==> src/pmp_defines.svh <==
// Constants of the management port: frame fields, register offsets, reset values, counts
`ifndef PMP_DEFINES_SVH
`define PMP_DEFINES_SVH

`define PMP_PRE_LEN 6'h20
`define PMP_OP_RD 2'h2
`define PMP_OP_WR 2'h1
`define PMP_DATA_BITS 6'h10
`define PMP_LAST_ADR_BIT 6'h09
`define PMP_LAST_DAT_BIT 6'h0F
`define PMP_TA_LAST 6'h01
`define PMP_OP_LAST 6'h01

`define PMP_REG_STRAP 5'h10
`define PMP_REG_IMASK 5'h12
`define PMP_REG_ISTAT 5'h13
`define PMP_REG_LEDCTL 5'h14

`define PMP_IMASK_RST 16'h0001
`define PMP_LEDCTL_RST 16'h3210
`define PMP_READY_BIT 0

`define PMP_STRAP_CYC 3'h6

`endif

==> src/pmp_pkg.sv <==
// Types of the management port
package pmp_pkg;
	typedef enum logic [2:0] {ST_PRE, ST_START, ST_OP, ST_ADR, ST_RTA, ST_RDAT, ST_WTA, ST_WDAT}
		pmp_state_t;
endpackage

==> src/pmp_sync.sv <==
// Three-flop input synchroniser with agreement filter
`timescale 1ns/1ps
`default_nettype none
module pmp_sync #(
	parameter int W = 1
) (
	input wire logic clk,
	input wire logic reset,
	input wire logic [W-1:0] d_in,
	output var logic [W-1:0] q_out
);
	logic [W-1:0] s1_q;
	logic [W-1:0] s2_q;
	logic [W-1:0] s3_q;

	always_ff @(posedge clk or posedge reset) begin
		if (reset) begin
			s1_q <= '0;
			s2_q <= '0;
			s3_q <= '0;
		end else begin
			s1_q <= d_in;
			s2_q <= s1_q;
			s3_q <= s2_q;
		end
	end

	// Accept a change only once the second and third stages agree
	for (genvar i = 0; i < W; i++) begin : g_bit
		always_ff @(posedge clk or posedge reset) begin
			if (reset) begin
				q_out[i] <= 1'b0;
			end else if (s2_q[i] == s3_q[i]) begin
				q_out[i] <= s3_q[i];
			end
		end
	end
endmodule
`default_nettype wire

==> src/pmp_mgmt.sv <==
// Management port top: serial slave, interrupt pin and indicator pins
`timescale 1ns/1ps
`default_nettype none
`include "pmp_defines.svh"

// Functional notes
// - Line drive changes only at clock rise
// - Incoming data sampled at clock rise
// - Pull-up on only while pin is input
// - Mask selects which events raise interrupt
// - Interrupt pin floats unless asserting
// - Active level follows external resistor
// - Drive only active level, wired-or safe
// - Assert interrupt when ready after reset
// - Status read deasserts interrupt
// - Indicator pins latched as straps
// - Indicator pins become selectable outputs
module pmp_mgmt (
	input wire logic clk,
	input wire logic reset,
	input wire logic mdc,
	input wire logic mdio_i,
	output var logic mdio_o,
	output var logic mdio_oe,
	output var logic mdio_pu_en,
	input wire logic [4:0] phy_addr,
	input wire logic [14:0] event_in,
	input wire logic [7:0] status_in,
	input wire logic mgmt_irq_out_i,
	output var logic mgmt_irq_out_o,
	output var logic mgmt_irq_out_oe,
	input wire logic indicator_pin_0_i,
	output var logic indicator_pin_0_o,
	output var logic indicator_pin_0_oe,
	input wire logic indicator_pin_1_i,
	output var logic indicator_pin_1_o,
	output var logic indicator_pin_1_oe,
	input wire logic indicator_pin_2_i,
	output var logic indicator_pin_2_o,
	output var logic indicator_pin_2_oe,
	input wire logic indicator_pin_3_i,
	output var logic indicator_pin_3_o,
	output var logic indicator_pin_3_oe,
	output var logic [3:0] strap_cfg
);
	// ----------------------------------------
	// Input synchronisers
	// ----------------------------------------
	logic mdc_s;
	logic mdio_s;
	logic irq_s;
	logic [3:0] led_s;

	pmp_sync #(.W(7)) u_sync (
		.clk(clk),
		.reset(reset),
		.d_in({mdc, mdio_i, mgmt_irq_out_i, indicator_pin_3_i, indicator_pin_2_i,
			indicator_pin_1_i, indicator_pin_0_i}),
		.q_out({mdc_s, mdio_s, irq_s, led_s})
	);

	// ----------------------------------------
	// Serial frame engine
	// ----------------------------------------
	pmp_pkg::pmp_state_t st_q, st_d;
	logic [5:0] cnt_q, cnt_d;
	logic [15:0] sh_q, sh_d;
	logic [15:0] rdat_q, rdat_d;
	logic [4:0] reg_q, reg_d;
	logic op_rd_q, op_rd_d;
	logic mdc_prev_q, mdc_prev_d;
	logic mdio_prev_q, mdio_prev_d;
	logic mdo_q, mdo_d;
	logic mdoe_q, mdoe_d;
	logic pu_q, pu_d;
	logic rise;
	logic bit_in;
	logic wr_stb;
	logic rd_clr;

	logic [15:0] imask_q, imask_d;
	logic [15:0] istat_q, istat_d;
	logic [15:0] ledctl_q, ledctl_d;
	logic [3:0] strap_q, strap_d;
	logic done_q, done_d;
	logic pol_low_q, pol_low_d;
	logic [2:0] wcnt_q, wcnt_d;
	logic [14:0] ev_prev_q;
	logic [15:0] set;
	logic active;

	function automatic logic [15:0] rd_mux(input logic [4:0] a);
		unique case (a)
			`PMP_REG_STRAP: rd_mux = {12'h000, strap_q};
			`PMP_REG_IMASK: rd_mux = imask_q;
			`PMP_REG_ISTAT: rd_mux = istat_q;
			`PMP_REG_LEDCTL: rd_mux = ledctl_q;
			default: rd_mux = 16'h0000;
		endcase
	endfunction

	// Line value one cycle before the detected edge is the settled bit
	assign rise = mdc_s & ~mdc_prev_q;
	assign bit_in = mdio_prev_q;

	always_comb begin
		st_d = st_q;
		cnt_d = cnt_q;
		sh_d = sh_q;
		rdat_d = rdat_q;
		reg_d = reg_q;
		op_rd_d = op_rd_q;
		mdc_prev_d = mdc_s;
		mdio_prev_d = mdio_s;
		mdo_d = mdo_q;
		mdoe_d = mdoe_q;
		wr_stb = 1'b0;
		rd_clr = 1'b0;
		if (rise) begin
			unique case (st_q)
				pmp_pkg::ST_PRE: begin
					if (bit_in) begin
						if (cnt_q != `PMP_PRE_LEN) begin
							cnt_d = cnt_q + 6'h01;
						end
					end else if (cnt_q == `PMP_PRE_LEN) begin
						st_d = pmp_pkg::ST_START;
					end else begin
						cnt_d = 6'h00;
					end
				end
				pmp_pkg::ST_START: begin
					cnt_d = 6'h00;
					st_d = bit_in ? pmp_pkg::ST_OP : pmp_pkg::ST_PRE;
				end
				pmp_pkg::ST_OP: begin
					sh_d = {sh_q[14:0], bit_in};
					cnt_d = cnt_q + 6'h01;
					if (cnt_q == `PMP_OP_LAST) begin
						cnt_d = 6'h00;
						op_rd_d = (sh_d[1:0] == `PMP_OP_RD);
						if (sh_d[1:0] == `PMP_OP_RD || sh_d[1:0] == `PMP_OP_WR) begin
							st_d = pmp_pkg::ST_ADR;
						end else begin
							st_d = pmp_pkg::ST_PRE;
						end
					end
				end
				pmp_pkg::ST_ADR: begin
					sh_d = {sh_q[14:0], bit_in};
					cnt_d = cnt_q + 6'h01;
					if (cnt_q == `PMP_LAST_ADR_BIT) begin
						cnt_d = 6'h00;
						reg_d = sh_d[4:0];
						if (sh_d[9:5] != phy_addr) begin
							st_d = pmp_pkg::ST_PRE;
						end else if (op_rd_q) begin
							st_d = pmp_pkg::ST_RTA;
							rdat_d = rd_mux(sh_d[4:0]);
							rd_clr = (sh_d[4:0] == `PMP_REG_ISTAT);
						end else begin
							st_d = pmp_pkg::ST_WTA;
						end
					end
				end
				// take the line only at a rise
				pmp_pkg::ST_RTA: begin
					mdoe_d = 1'b1;
					mdo_d = 1'b0;
					st_d = pmp_pkg::ST_RDAT;
				end
				pmp_pkg::ST_RDAT: begin
					if (cnt_q == `PMP_DATA_BITS) begin
						mdoe_d = 1'b0;
						cnt_d = 6'h00;
						st_d = pmp_pkg::ST_PRE;
					end else begin
						mdo_d = rdat_q[15];
						rdat_d = {rdat_q[14:0], 1'b0};
						cnt_d = cnt_q + 6'h01;
					end
				end
				pmp_pkg::ST_WTA: begin
					cnt_d = cnt_q + 6'h01;
					if (cnt_q == `PMP_TA_LAST) begin
						cnt_d = 6'h00;
						st_d = pmp_pkg::ST_WDAT;
					end
				end
				pmp_pkg::ST_WDAT: begin
					sh_d = {sh_q[14:0], bit_in};
					cnt_d = cnt_q + 6'h01;
					if (cnt_q == `PMP_LAST_DAT_BIT) begin
						wr_stb = 1'b1;
						cnt_d = 6'h00;
						st_d = pmp_pkg::ST_PRE;
					end
				end
			endcase
		end
		pu_d = ~mdoe_d;
	end

	always_ff @(posedge clk or posedge reset) begin
		if (reset) begin
			st_q <= pmp_pkg::ST_PRE;
			cnt_q <= 6'h00;
			sh_q <= 16'h0000;
			rdat_q <= 16'h0000;
			reg_q <= 5'h00;
			op_rd_q <= 1'b0;
			mdc_prev_q <= 1'b0;
			mdio_prev_q <= 1'b0;
			mdo_q <= 1'b0;
			mdoe_q <= 1'b0;
			pu_q <= 1'b1;
		end else begin
			st_q <= st_d;
			cnt_q <= cnt_d;
			sh_q <= sh_d;
			rdat_q <= rdat_d;
			reg_q <= reg_d;
			op_rd_q <= op_rd_d;
			mdc_prev_q <= mdc_prev_d;
			mdio_prev_q <= mdio_prev_d;
			mdo_q <= mdo_d;
			mdoe_q <= mdoe_d;
			pu_q <= pu_d;
		end
	end

	// ----------------------------------------
	// Registers, straps, interrupt, indicators
	// ----------------------------------------
	logic [3:0] led_val;
	logic [3:0] led_o_q;
	logic led_oe_q;
	logic irq_o_q, irq_oe_q;

	for (genvar i = 0; i < 4; i++) begin : g_led
		assign led_val[i] = status_in[ledctl_q[4*i +: 3]] ^ ledctl_q[4*i+3];
	end

	assign active = done_q & (|(istat_q & imask_q));

	always_comb begin
		imask_d = imask_q;
		ledctl_d = ledctl_q;
		strap_d = strap_q;
		done_d = done_q;
		pol_low_d = pol_low_q;
		wcnt_d = wcnt_q;
		set = {event_in & ~ev_prev_q, 1'b0};
		// latch straps once the synchronisers settle
		if (!done_q) begin
			wcnt_d = wcnt_q + 3'h1;
			if (wcnt_q == `PMP_STRAP_CYC) begin
				strap_d = led_s;
				pol_low_d = irq_s;
				done_d = 1'b1;
				set[`PMP_READY_BIT] = 1'b1;
			end
		end
		if (wr_stb && reg_q == `PMP_REG_IMASK) begin
			imask_d = sh_d;
		end
		if (wr_stb && reg_q == `PMP_REG_LEDCTL) begin
			ledctl_d = sh_d;
		end
		// read clears, a new event still wins
		istat_d = (rd_clr ? 16'h0000 : istat_q) | set;
	end

	always_ff @(posedge clk or posedge reset) begin
		if (reset) begin
			imask_q <= `PMP_IMASK_RST;
			istat_q <= 16'h0000;
			ledctl_q <= `PMP_LEDCTL_RST;
			strap_q <= 4'h0;
			done_q <= 1'b0;
			pol_low_q <= 1'b1;
			wcnt_q <= 3'h0;
			ev_prev_q <= 15'h0000;
			irq_o_q <= 1'b0;
			irq_oe_q <= 1'b0;
			led_o_q <= 4'h0;
			led_oe_q <= 1'b0;
		end else begin
			imask_q <= imask_d;
			istat_q <= istat_d;
			ledctl_q <= ledctl_d;
			strap_q <= strap_d;
			done_q <= done_d;
			pol_low_q <= pol_low_d;
			wcnt_q <= wcnt_d;
			ev_prev_q <= event_in;
			irq_oe_q <= active;
			irq_o_q <= ~pol_low_q;
			led_o_q <= led_val;
			led_oe_q <= done_q;
		end
	end

	assign mdio_o = mdo_q;
	assign mdio_oe = mdoe_q;
	assign mdio_pu_en = pu_q;
	assign mgmt_irq_out_o = irq_o_q;
	assign mgmt_irq_out_oe = irq_oe_q;
	assign {indicator_pin_3_o, indicator_pin_2_o, indicator_pin_1_o, indicator_pin_0_o} = led_o_q;
	assign indicator_pin_0_oe = led_oe_q;
	assign indicator_pin_1_oe = led_oe_q;
	assign indicator_pin_2_oe = led_oe_q;
	assign indicator_pin_3_oe = led_oe_q;
	assign strap_cfg = strap_q;
endmodule
`default_nettype wire

==> config.mk <==
export PLATFORM = sky130hd
export DESIGN_NAME = pmp_mgmt
export DESIGN_NICKNAME = d
export VERILOG_FILES = /design/src/pmp_pkg.sv /design/src/pmp_sync.sv /design/src/pmp_mgmt.sv
export VERILOG_INCLUDE_DIRS = /design/src
export SDC_FILE = /design/constraint.sdc
export NUM_CORES = 1
export LEC_CHECK = 0
export BUFFER_PORTS_ARGS = -buffer_cell sky130_fd_sc_hd__buf_2
export CORE_MARGIN = 2
export CORE_UTILIZATION = 50
export DETAILED_ROUTE_END_ITERATION = 10
export GPL_TIMING_DRIVEN = 0
export PLACE_DENSITY = 0.68
export SETUP_SLACK_MARGIN = 0.3
export SLEW_MARGIN = 40
export SYNTH_ARGS = -nofsm -noshare
export SYNTH_HDL_FRONTEND = slang
export SYNTH_SLANG_ARGS = --single-unit
export TNS_END_PERCENT = 100
==> constraint.sdc <==
create_clock -name clk -period 5.8 [get_ports clk]
set_input_delay 0 -clock clk [delete_from_list [all_inputs] [get_ports clk]]
set_output_delay 0 -clock clk [all_outputs]
set_load 0.03 [all_outputs]
==> results of run 1 <==
[through the flow]
stage	cell area [um^2]	hold WS, ps	utilization (%)	cells	worst slack, ps
final	8280	71.1	60.3	815	2820
after global routing	8280	80.7	60.3	815	2690
after CTS	8270	55.7	60.3	815	2810
after detailed placement	7500	-32.0	54.7	760	2860
after global placement	7440	109	54.2	758	-20.2
after floorplan	6950	31.4	-	525	1520
[flip-flops by register name, indices dropped and copies added (netlist names), 3 cells and up]
signal and count:
cnt_q 6, ev_prev_q 15, imask_q 16, istat_q 16
led_o_q 4, ledctl_q 16, rdat_q 16, reg_q 5
sh_q 16, st_q 3, strap_cfg 4, u_sync.q_out 7
u_sync.s1_q 7, u_sync.s2_q 7, u_sync.s3_q 7, wcnt_q 3
[tightest hold or removal path: cells and delay by family]
| kind | cells | cell delay, ps |
|---|---|---|
| buffers and inverters | 3 | 860 |
[worst min-delay path by stage]
stage	end	cells after the start	slack, ps
after detailed placement	u_sync.s1_q[4]	2	-30
after global routing	u_sync.s1_q[4]	3	80
after global placement	u_sync.s1_q[1]	1	110
after CTS	u_sync.s1_q[4]	3	60
final	strap_cfg[3]	3	70
after floorplan	ev_prev_q[0]	0	30
[power breakdown]
| group | internal [mW] | switching [mW] | leakage [nW] |
|---|---|---|---|
| Clock | 0.600 | 0.432 | 0.268 |
| Sequential | 1.18 | 0.0477 | 1.94 |
| Combinational | 0.191 | 0.308 | 1.59 |
[routing by layer]
metal / track usage (%) / wire length (um) / up-vias
li1: - / - / 2126
met1: 30.7 / 6800 / 2348
met2: 35.6 / 7540 / 139
met3: 6.65 / 900 / 29
met4: 9.27 / 367 / 0
met5: 0 / 0 / -
[cells by family after synthesis]
logic type,share of synthesized area [%]
fa+ha+maj,2.45
mux,16.0
compound gates,11.0
xor+xnor,1.64
flops,57.4
buf+inv,4.20
simple gates,7.29
[what timing repair did]
item                                   4_1_cts  5_1_grt
buffers inserted                             0        0
endpoints found under the hold margin      189        0
hold buffers                                23        0
[cell usage in the layout, fill, tap and decap left out, types with 3 or more instances in the layout]
master	netlist	layout
sky130_fd_sc_hd__clkinv_2	0	5
sky130_fd_sc_hd__a22oi_1	5	5
sky130_fd_sc_hd__mux4_2	8	8
sky130_fd_sc_hd__mux2_2	61	61
sky130_fd_sc_hd__mux2_4	11	11
sky130_fd_sc_hd__clkbuf_16	0	17
sky130_fd_sc_hd__a222oi_1	14	14
sky130_fd_sc_hd__a221oi_1	4	4
sky130_fd_sc_hd__a21oi_1	6	5
sky130_fd_sc_hd__o21a_1	3	3
sky130_fd_sc_hd__ha_1	8	8
sky130_fd_sc_hd__xnor2_1	9	9
sky130_fd_sc_hd__buf_6	4	4
sky130_fd_sc_hd__dfstp_2	7	7
sky130_fd_sc_hd__xor2_1	4	4
sky130_fd_sc_hd__and2_1	4	4
sky130_fd_sc_hd__maj3_1	7	7
sky130_fd_sc_hd__a21o_1	3	3
sky130_fd_sc_hd__inv_1	27	26
sky130_fd_sc_hd__dfrtp_1	152	152
sky130_fd_sc_hd__nand4b_1	3	3
sky130_fd_sc_hd__nand2_1	31	31
sky130_fd_sc_hd__nand2b_1	3	3
sky130_fd_sc_hd__nor2_1	13	13
sky130_fd_sc_hd__and3_1	3	3
sky130_fd_sc_hd__mux2i_1	7	7
sky130_fd_sc_hd__o21ai_0	24	24
sky130_fd_sc_hd__clkbuf_1	12	16
sky130_fd_sc_hd__nand3_1	7	7
sky130_fd_sc_hd__buf_4	6	6
sky130_fd_sc_hd__buf_2	4	57
sky130_fd_sc_hd__a22o_1	19	19
sky130_fd_sc_hd__nand4_1	4	4
sky130_fd_sc_hd__nor3_1	7	7
sky130_fd_sc_hd__a31oi_1	8	8
sky130_fd_sc_hd__dlygate4sd3_1	0	23
[cell type report]
type	count	area [um^2]	share of cell area (%)
Multi-Input combinational cell	311	2670	32.3
Tap cell	180	225	2.72
Clock inverter	10	88.8	1.07
Sequential cell	159	3990	48.2
Clock buffer	22	454	5.49
Timing Repair Buffer	78	551	6.65
Inverter	27	109	1.32
Buffer	28	190	2.30
==> run_results.csv, run 1 <==
group,metric,value,unit
outcome,status,"finished, final reports clean",
yosys,post_synth_inst_count,525,
setup_path,worst_endpoint_required_time,6100,ps
routing,route.final.wire_length,15600,um
cts,cts_tree,"built",
cells_and_area,fillCellCount,1122,
setup_path,worst-r2r-setup-slack,2820,ps
worst_hold_path,worstHoldPathType,"in2async",
yosys,post_synth_most_frequent_cells,"sky130_fd_sc_hd__dfrtp_1 (152), sky130_fd_sc_hd__mux2_2 (61), sky130_fd_sc_hd__nand2_1 (31)",
yosys,synth.largest_area_cell,"sky130_fd_sc_hd__dfrtp_1",
cts,worst_setup_hold_path_clk_slew,60,ps
yosys,synth_edf_count,0,
cells_and_area,flow.area_growth_from_synthesis,19.1,%
grt,antenna_found_initial,0,
sta,max_slew.worst_pin.slew,772,ps
yosys,synthTopCellsByArea,"sky130_fd_sc_hd__dfrtp_1 (55%), sky130_fd_sc_hd__mux2_2 (9.9%), sky130_fd_sc_hd__dfstp_2 (2.6%)",
floorplanning,core_region_area,0.0137,mm^2
cts,worstSkewPairLatency,430,ps
grt,grt_first_pass_wirelength,25800,um
setup_path,critical_path_depth,7,
pwr,power_density,333,mW/mm^2
yosys,cell_area_synth,0.00695,mm^2
setup_path,crit_family,"simple AND/OR/NAND/NOR gates",
setup_path,cp_slowest_cell,"sky130_fd_sc_hd__nor4_1",
yosys,syn_area_per_cell,13.2,um^2
routing,vias,4642,
yosys,yosysWarnings,0,
pwr,leakage,3.80,nW
setup_path,cp_data_arrival_time,3280,ps
routing,drcViolationCount,0,
floorplanning,floorplan.die.width,122,um
cells_and_area,antenna_cell_count,0,
place,routability_cong,0.907,
cts,post_cts_resized,0,
setup_path,crit_start,"sh_q[5]",
grt,grt.total_usage,23.0,%
yosys,synth-seq-area-share,57.4,%
setup_path,type_of_the_worst_setup_path,"reg2reg",
setup_path,cp_capture_type,"flip-flop",
cells_and_area,final_layout_size_suffix_gt1_share,30.2,%
sta,max_slew_margin,48.1,%
yosys,synthDistinctLibCells,63,
cts,clock_sinks,159,
yosys,synthesis.nets,570,
grt,number_of_global_route_vias_before_repair,4914,
routing,drt_first_pass_iters,5,
cts,cts-buffers-inserted,17,
setup_path,critPathLaunchType,"flip-flop",
floorplanning,floorplan.rows,43,
place,dp.final_hpwl,10700,um
sta,achievable-frequency,336,MHz
setup_path,critical_path.max_fanout,10,
cells_and_area,final_net_count,667,
flow_run,max_capacitance_violation_count,0,
sta,slew_viol_final,0,
yosys,yosys_most_used_dff,"sky130_fd_sc_hd__dfrtp_1",
place,numPortBuffers,53,
routing,antenna_left,0,
setup_path,crit-reg2reg-capture,"istat_q[13]",
floorplanning,top_level_i_o_count,54,
yosys,async_flop_share,100,%
floorplanning,die_y,122,um
setup_path,path_buf_inv,2,
grt,grt_start_max_net_pins,69,
cts,clock-root-buffer,"sky130_fd_sc_hd__clkbuf_16",
yosys,top_count_cell_post_synth,"sky130_fd_sc_hd__dfrtp_1",
setup_path,worstPathCellList,"xor2_1 > nor4_1 > nand3_1 > or4_1 > clkbuf_1 > buf_2 > a22o_1",
cts,cts.htree.levels,4,
floorplanning,floorplan.die_area,0.0149,mm^2
setup_path,worstReg2RegStart,"sh_q[5]",
yosys,synth.top_cell.area_share,54.8,%
routing,first_drt_iteration_drcs,401,
floorplanning,initial_core_util,50.6,%
grt,grt_remaining_overflow,0,
yosys,synth_seq_cells,159,
setup_path,rr_worst_depth,7,
routing,routed_wire_length_per_instance,19.1,um
pwr,totalPowerFinal,2.75,mW
sta,skew,6.41,ps
sta,finalWorstPathRequiredPeriod,2980,ps
sta,grt_setup_unrepaired,"no",
pwr,irDropWorstVdd,195,uV
sta,setup_viol,0,
setup_path,largest_stage_delay_on_the_critical_path,690,ps
routing,avgViaCountPerCell,5.70,
sta,timing.final.crit_share,51.3,%
sta,number_of_hold_violations_in_the_final_report,0,
cts,max-clock-path-buffers,2,
setup_path,end_point_of_the_critical_path,"istat_q[13]",
sta,finalSetupTns,0,ps
Power figures use the tool's default switching activity.
==> run 2: changes to the inputs <==
==> constraint.sdc (replaced) <==
create_clock -name clk -period 2.8 [get_ports clk]
set_input_delay 0 -clock clk [delete_from_list [all_inputs] [get_ports clk]]
set_output_delay 0 -clock clk [all_outputs]
set_load 0.03 [all_outputs]
==> run_results.csv, run 2 (synthesized netlist as in run 1, its figures left out) <==
group,metric,value,unit
place,routability_cong,0.894,
cts,cts.htree.levels,4,
cts,cts-buffers-inserted,17,
place,dp.final_hpwl,11000,um
cells_and_area,layout.cells.most_common_list,"sky130_fd_sc_hd__dfrtp_1 (152), sky130_fd_sc_hd__mux2_2 (61), sky130_fd_sc_hd__buf_2 (56), sky130_fd_sc_hd__nand2_1 (31), sky130_fd_sc_hd__inv_1 (26)",
routing,antenna_left,0,
outcome,status,"finished, final reports clean",
cts,max-clock-path-buffers,2,
cells_and_area,antenna_cell_count,0,
setup_path,critical_path.max_fanout,10,
grt,antenna_found_initial,0,
pwr,leakage,3.90,nW
sta,setup_viol,0,
cts,clock_sinks,159,
routing,first_drt_iteration_drcs,466,
routing,avgViaCountPerCell,5.75,
place,dp_cells,764,
routing,drt_first_pass_iters,6,
cells_and_area,final_net_count,681,
sta,achievable-frequency,411,MHz
pwr,irDropWorstVdd,439,uV
cells_and_area,final_cells,829,
cells_and_area,final_layout_size_suffix_gt1_share,34.1,%
sta,skew,10.2,ps
cells_and_area,layout_commonest_cell,"sky130_fd_sc_hd__dfrtp_1",
cts,worst_setup_hold_path_clk_slew,60,ps
floorplanning,floorplan.rows,43,
flow_run,max_capacitance_violation_count,0,
cells_and_area,flow.area_growth_from_synthesis,22.7,%
cells_and_area,layout.core_utilization,62.1,%
routing,routed_wire_length_per_instance,19.3,um
setup_path,type_of_the_worst_setup_path,"reg2reg",
floorplanning,initial_core_util,50.6,%
sta,grt_setup_unrepaired,"yes",
sta,number_of_hold_violations_in_the_final_report,0,
cts,clock-root-buffer,"sky130_fd_sc_hd__clkbuf_16",
sta,max_slew_margin,52.5,%
floorplanning,die_y,122,um
setup_path,cp_capture_type,"flip-flop",
setup_path,critPathLaunchType,"flip-flop",
pwr,power_density,690,mW/mm^2
sta,finalWorstPathRequiredPeriod,2430,ps
routing,drcViolationCount,0,
sta,max_slew.worst_pin.slew,710,ps
grt,grt_remaining_overflow,0,
floorplanning,core_region_area,0.0137,mm^2
grt,grt.total_usage,23.3,%
setup_path,worst_endpoint_required_time,3100,ps
cts,cts_tree,"built",
place,numPortBuffers,53,
cells_and_area,fillCellCount,1076,
floorplanning,top_level_i_o_count,54,
routing,vias,4763,
routing,route.final.wire_length,16000,um
grt,grt_first_pass_wirelength,26400,um
floorplanning,floorplan.die_area,0.0149,mm^2
floorplanning,floorplan.die.width,122,um
sta,timing.final.crit_share,86.9,%
setup_path,cp_data_arrival_time,2730,ps
grt,number_of_global_route_vias_before_repair,5010,
sta,slew_viol_final,0,
worst_hold_path,worstHoldPathType,"in2async",
cts,worstSkewPairLatency,430,ps
grt,grt_start_max_net_pins,29,
## run 2: cell count changes in the layout (fill, tap and decap cells not counted), moves of 2 or more
| cell | change |
|---|---|
| sky130_fd_sc_hd__nand3_1 | -2 |
| sky130_fd_sc_hd__clkbuf_1 | -6 |
| sky130_fd_sc_hd__buf_12 | +5 |
| sky130_fd_sc_hd__clkinvlp_4 | +3 |
| sky130_fd_sc_hd__clkbuf_2 | +5 |
| sky130_fd_sc_hd__buf_4 | +11 |
| sky130_fd_sc_hd__nand3_2 | +2 |
| sky130_fd_sc_hd__ha_2 | +2 |
| sky130_fd_sc_hd__ha_1 | -3 |
## run 2: where the power goes
part | leakage, nW | internal, mW | switching (mW)
Sequential | 1.94 | 2.44 | 0.103
Combinational | 1.70 | 0.452 | 0.671
Clock | 0.267 | 1.31 | 0.909
## run 2: final cells by class
| class | count | area [um^2] | area share (%) |
|---|---|---|---|
| inverters | 27 | 105 | 1.23 |
| plain buffers | 28 | 203 | 2.38 |
| flip-flops and latches | 159 | 3990 | 46.8 |
| clock buffers | 21 | 440 | 5.17 |
| multi-input cells | 311 | 2740 | 32.2 |
| well taps | 180 | 225 | 2.64 |
| clock inverters | 11 | 120 | 1.41 |
| repair buffers | 92 | 698 | 8.19 |
## run 2: through the flow
stage | hold slack [ps] | area, um^2 | total power, mW | setup slack (ps) | setup TNS (ps)
floorplan | 31.4 | 6950 | 3.26 | 408 | 0
finish | 108 | 8520 | 5.88 | 367 | 0
CTS | 70.7 | 8420 | 5.85 | 305 | 0
global placement | 108 | 7440 | 3.53 | -135 | -10850
global route | 137 | 8520 | 6.12 | 265 | 0
detailed placement | 3.08 | 7570 | 3.58 | -144 | -2000
## run 2: path summary, 6_finish.rpt
kind | start | end | slack [ps] | cells past startpoint
min | reset | ledctl_q[7] | 110 | 3
min reg2reg | u_sync.s1_q[2] | u_sync.s2_q[2] | 350 | 0
min in group clk | phy_addr[4] | st_q[2] | 120 | 5
max in group asynchronous | reset | pol_low_q | 1780 | 6
max | cnt_q[1] | ledctl_q[5] | 370 | 8
max reg2reg | cnt_q[1] | ledctl_q[5] | 370 | 8
## run 2: routing by layer
layer / global-route usage [%] / up-vias / share of wire [%]
met3: 5.34 / 30 / 6.1
met2: 35.9 / 169 / 48
li1: - / 2149 / -
met1: 32.1 / 2415 / 43
met4: 9.91 / 0 / 2.4
met5: 0 / - / 0
## run 2: critical path: stages (launching register included)
cell	delay, ps
sky130_fd_sc_hd__dfrtp_1	420
sky130_fd_sc_hd__ha_4	160
sky130_fd_sc_hd__and3_4	200
sky130_fd_sc_hd__nand2_1	50
sky130_fd_sc_hd__or4_1	480
sky130_fd_sc_hd__or3b_1	380
sky130_fd_sc_hd__buf_6	160
sky130_fd_sc_hd__buf_12	150
sky130_fd_sc_hd__mux2_4	300
## run 2: repair_timing
item / 4_1_cts / 5_1_grt
pin swaps: 2 / 6
endpoints found under the setup margin: 64 / 42
gates resized for setup: 10 / 17
hold buffers: 23 / 0
hold endpoints to repair: 95 / 0
setup buffers: 3 / 7
cloned: 0 / 0
==> run 3: changes to the inputs <==
--- a/config.mk
+++ b/config.mk
@@ -6,12 +6,12 @@
 export SDC_FILE = /design/constraint.sdc
 export NUM_CORES = 1
 export LEC_CHECK = 0
+export ABC_CLOCK_PERIOD_IN_PS = 2800
 export BUFFER_PORTS_ARGS = -buffer_cell sky130_fd_sc_hd__buf_2
 export CORE_MARGIN = 2
-export CORE_UTILIZATION = 50
+export CORE_UTILIZATION = 40
 export DETAILED_ROUTE_END_ITERATION = 10
 export GPL_TIMING_DRIVEN = 0
-export PLACE_DENSITY = 0.68
 export SETUP_SLACK_MARGIN = 0.3
 export SLEW_MARGIN = 40
 export SYNTH_ARGS = -nofsm -noshare
==> run_results.csv, run 3 (synthesized netlist as in run 1, its figures left out) <==
group,metric,value,unit
setup_path,largest_stage_delay_on_the_critical_path,480,ps
setup_path,worstReg2RegStart,"cnt_q[1]",
cells_and_area,final_layout_size_suffix_gt1_share,33.8,%
setup_path,crit_family,"simple AND/OR/NAND/NOR gates",
setup_path,type_of_the_worst_setup_path,"reg2reg",
pwr,power_density,691,mW/mm^2
cts,cts-buffers-inserted,17,
floorplanning,top_level_i_o_count,54,
place,dp_cells,810,
place,placement.setup.worst_slack,-262,ps
grt,number_of_global_route_vias_before_repair,4799,
cells_and_area,layout.cells.most_common_list,"sky130_fd_sc_hd__dfrtp_1 (152), sky130_fd_sc_hd__mux2_2 (61), sky130_fd_sc_hd__buf_2 (56), sky130_fd_sc_hd__nand2_1 (31), sky130_fd_sc_hd__inv_1 (26)",
routing,routed_wire_length_per_instance,18.2,um
cts,worst_setup_hold_path_clk_slew,60,ps
floorplanning,floorplan.die_area,0.0184,mm^2
routing,drcViolationCount,0,
floorplanning,floorplan.rows,48,
setup_path,cp_capture_type,"flip-flop",
sta,max_slew.worst_pin.slew,638,ps
grt,grt_first_pass_wirelength,26000,um
cells_and_area,flow.area_growth_from_synthesis,24.4,%
setup_path,worst-r2r-setup-slack,350,ps
setup_path,rr_worst_depth,8,
cts,cts_tree,"built",
setup_path,path_buf_inv,2,
setup_path,crit-reg2reg-capture,"imask_q[4]",
routing,antenna_left,0,
routing,vias,4696,
setup_path,worst_endpoint_required_time,3100,ps
pwr,leakage,3.94,nW
sta,achievable-frequency,408,MHz
setup_path,cp_slowest_cell,"sky130_fd_sc_hd__or4_4",
floorplanning,die_y,136,um
setup_path,cp_data_arrival_time,2750,ps
sta,number_of_hold_violations_in_the_final_report,0,
worst_hold_path,timing.hold.worst_endpoint,"st_q[2]",
setup_path,critPathLaunchType,"flip-flop",
cts,max-clock-path-buffers,2,
place,dp.final_hpwl,11500,um
sta,timing.final.crit_share,87.5,%
cts,cts.htree.levels,4,
cells_and_area,antenna_cell_count,0,
routing,drt_first_pass_iters,5,
cells_and_area,fillCellCount,1507,
sta,max_slew_margin,57.3,%
floorplanning,floorplan.die.width,136,um
cts,clock_sinks,159,
setup_path,worstPathCellList,"ha_4 > and3_4 > nand2_1 > or4_4 > or3b_1 > buf_6 > buf_8 > mux2_4",
cells_and_area,final_cells,875,
pwr,irDropWorstVdd,385,uV
sta,finalSetupTns,0,ps
place,numPortBuffers,53,
grt,grt_start_max_net_pins,28,
routing,avgViaCountPerCell,5.37,
outcome,status,"finished, final reports clean",
flow_run,max_capacitance_violation_count,0,
floorplanning,initial_core_util,40.6,%
sta,grt_setup_unrepaired,"no",
worst_hold_path,hp-start,"phy_addr[4]",
routing,route.final.wire_length,15900,um
setup_path,critical_path.max_fanout,10,
worst_hold_path,worstHoldPathType,"in2reg",
sta,hold_ws,30.2,ps
cells_and_area,final_net_count,682,
grt,antenna_found_initial,0,
routing,first_drt_iteration_drcs,342,
cts,clock-root-buffer,"sky130_fd_sc_hd__clkbuf_16",
sta,finalWorstPathRequiredPeriod,2450,ps
sta,skew,16.3,ps
place,routability_cong,0.871,
sta,setup_viol,0,
grt,grt.total_usage,18.6,%
floorplanning,core_region_area,0.0171,mm^2
grt,grt_remaining_overflow,0,
cts,worstSkewPairLatency,430,ps
sta,slew_viol_final,0,
cells_and_area,layout_commonest_cell,"sky130_fd_sc_hd__dfrtp_1",
sta,setup_slack,349,ps
worst_hold_path,worst_hold_stages,4,
## run 3: cell types whose count changed in the layout (fill, tap and decap cells not counted), sizes merged
cell / before / now
clkbuf: 33 / 34
buf: 85 / 86
inv: 26 / 27
clkinv: 6 / 3
bufinv: 2 / 3
## run 3: worst max-delay path by stage
| stage | from | to | cells past startpoint |
|---|---|---|---|
| final | cnt_q[1] | imask_q[4] | 8 |
| after global routing | u_sync.q_out[6] | imask_q[4] | 7 |
| after CTS | cnt_q[1] | ledctl_q[8] | 8 |
| after detailed placement | sh_q[5] | istat_q[8] | 7 |
| after global placement | sh_q[5] | istat_q[5] | 7 |
| after floorplan | cnt_q[0] | ledctl_q[0] | 8 |
## run 3: metrics by stage
stage / instance area (um^2) / power [mW] / utilization (%)
after floorplan: 6950 / 3.26 / -
after global placement: 7500 / 3.54 / 43.8
after detailed placement: 7670 / 3.58 / 44.8
after CTS: 8560 / 5.99 / 50.0
after global routing: 8640 / 6.25 / 50.5
final: 8640 / 5.97 / 50.5
## run 3: report_power, final
part	total (mW)	internal [mW]	switching, mW
sequential	2.54	2.44	0.101
combinational	1.10	0.454	0.651
clock	2.33	1.43	0.905
total	5.97	4.32	1.66
## run 3: timing repair
| item | CTS | global route |
|---|---|---|
| pin swaps | 3 | 4 |
| setup endpoints to repair | 64 | 45 |
| endpoints found under the hold margin | 167 | 0 |
| hold buffers | 23 | 0 |
| gates resized for setup | 11 | 12 |
| setup buffers | 2 | 8 |
## run 3: tightest hold or removal path: cells and delay by family
kind / cells / cell delay [ps]
and+or+nand+nor: 1 / 110
xor gates and xnor gates: 1 / 110
AOI/OAI and AO/OA: 1 / 90
buffers and inverters: 1 / 90
## run 3: layer usage
metal,up-vias,track usage [%],share of wire (%)
met3,13,3.89,4.8
met2,136,29.5,49
li1,2141,-,-
met4,0,6.37,0.99
met1,2406,25.5,45
met5,-,0,0
## run 3: area by class of cell
cell class                 count  area, um^2  share of cell area [%]
buffer                        28         201                    2.33
clock buffer                  22         454                    5.25
clock inverter                10         140                    1.62
inverter                      27         105                    1.22
multi-input combinational    311        2730                    31.6
sequential                   159        3990                    46.1
tap                          225         282                    3.26
timing repair buffer          93         741                    8.57
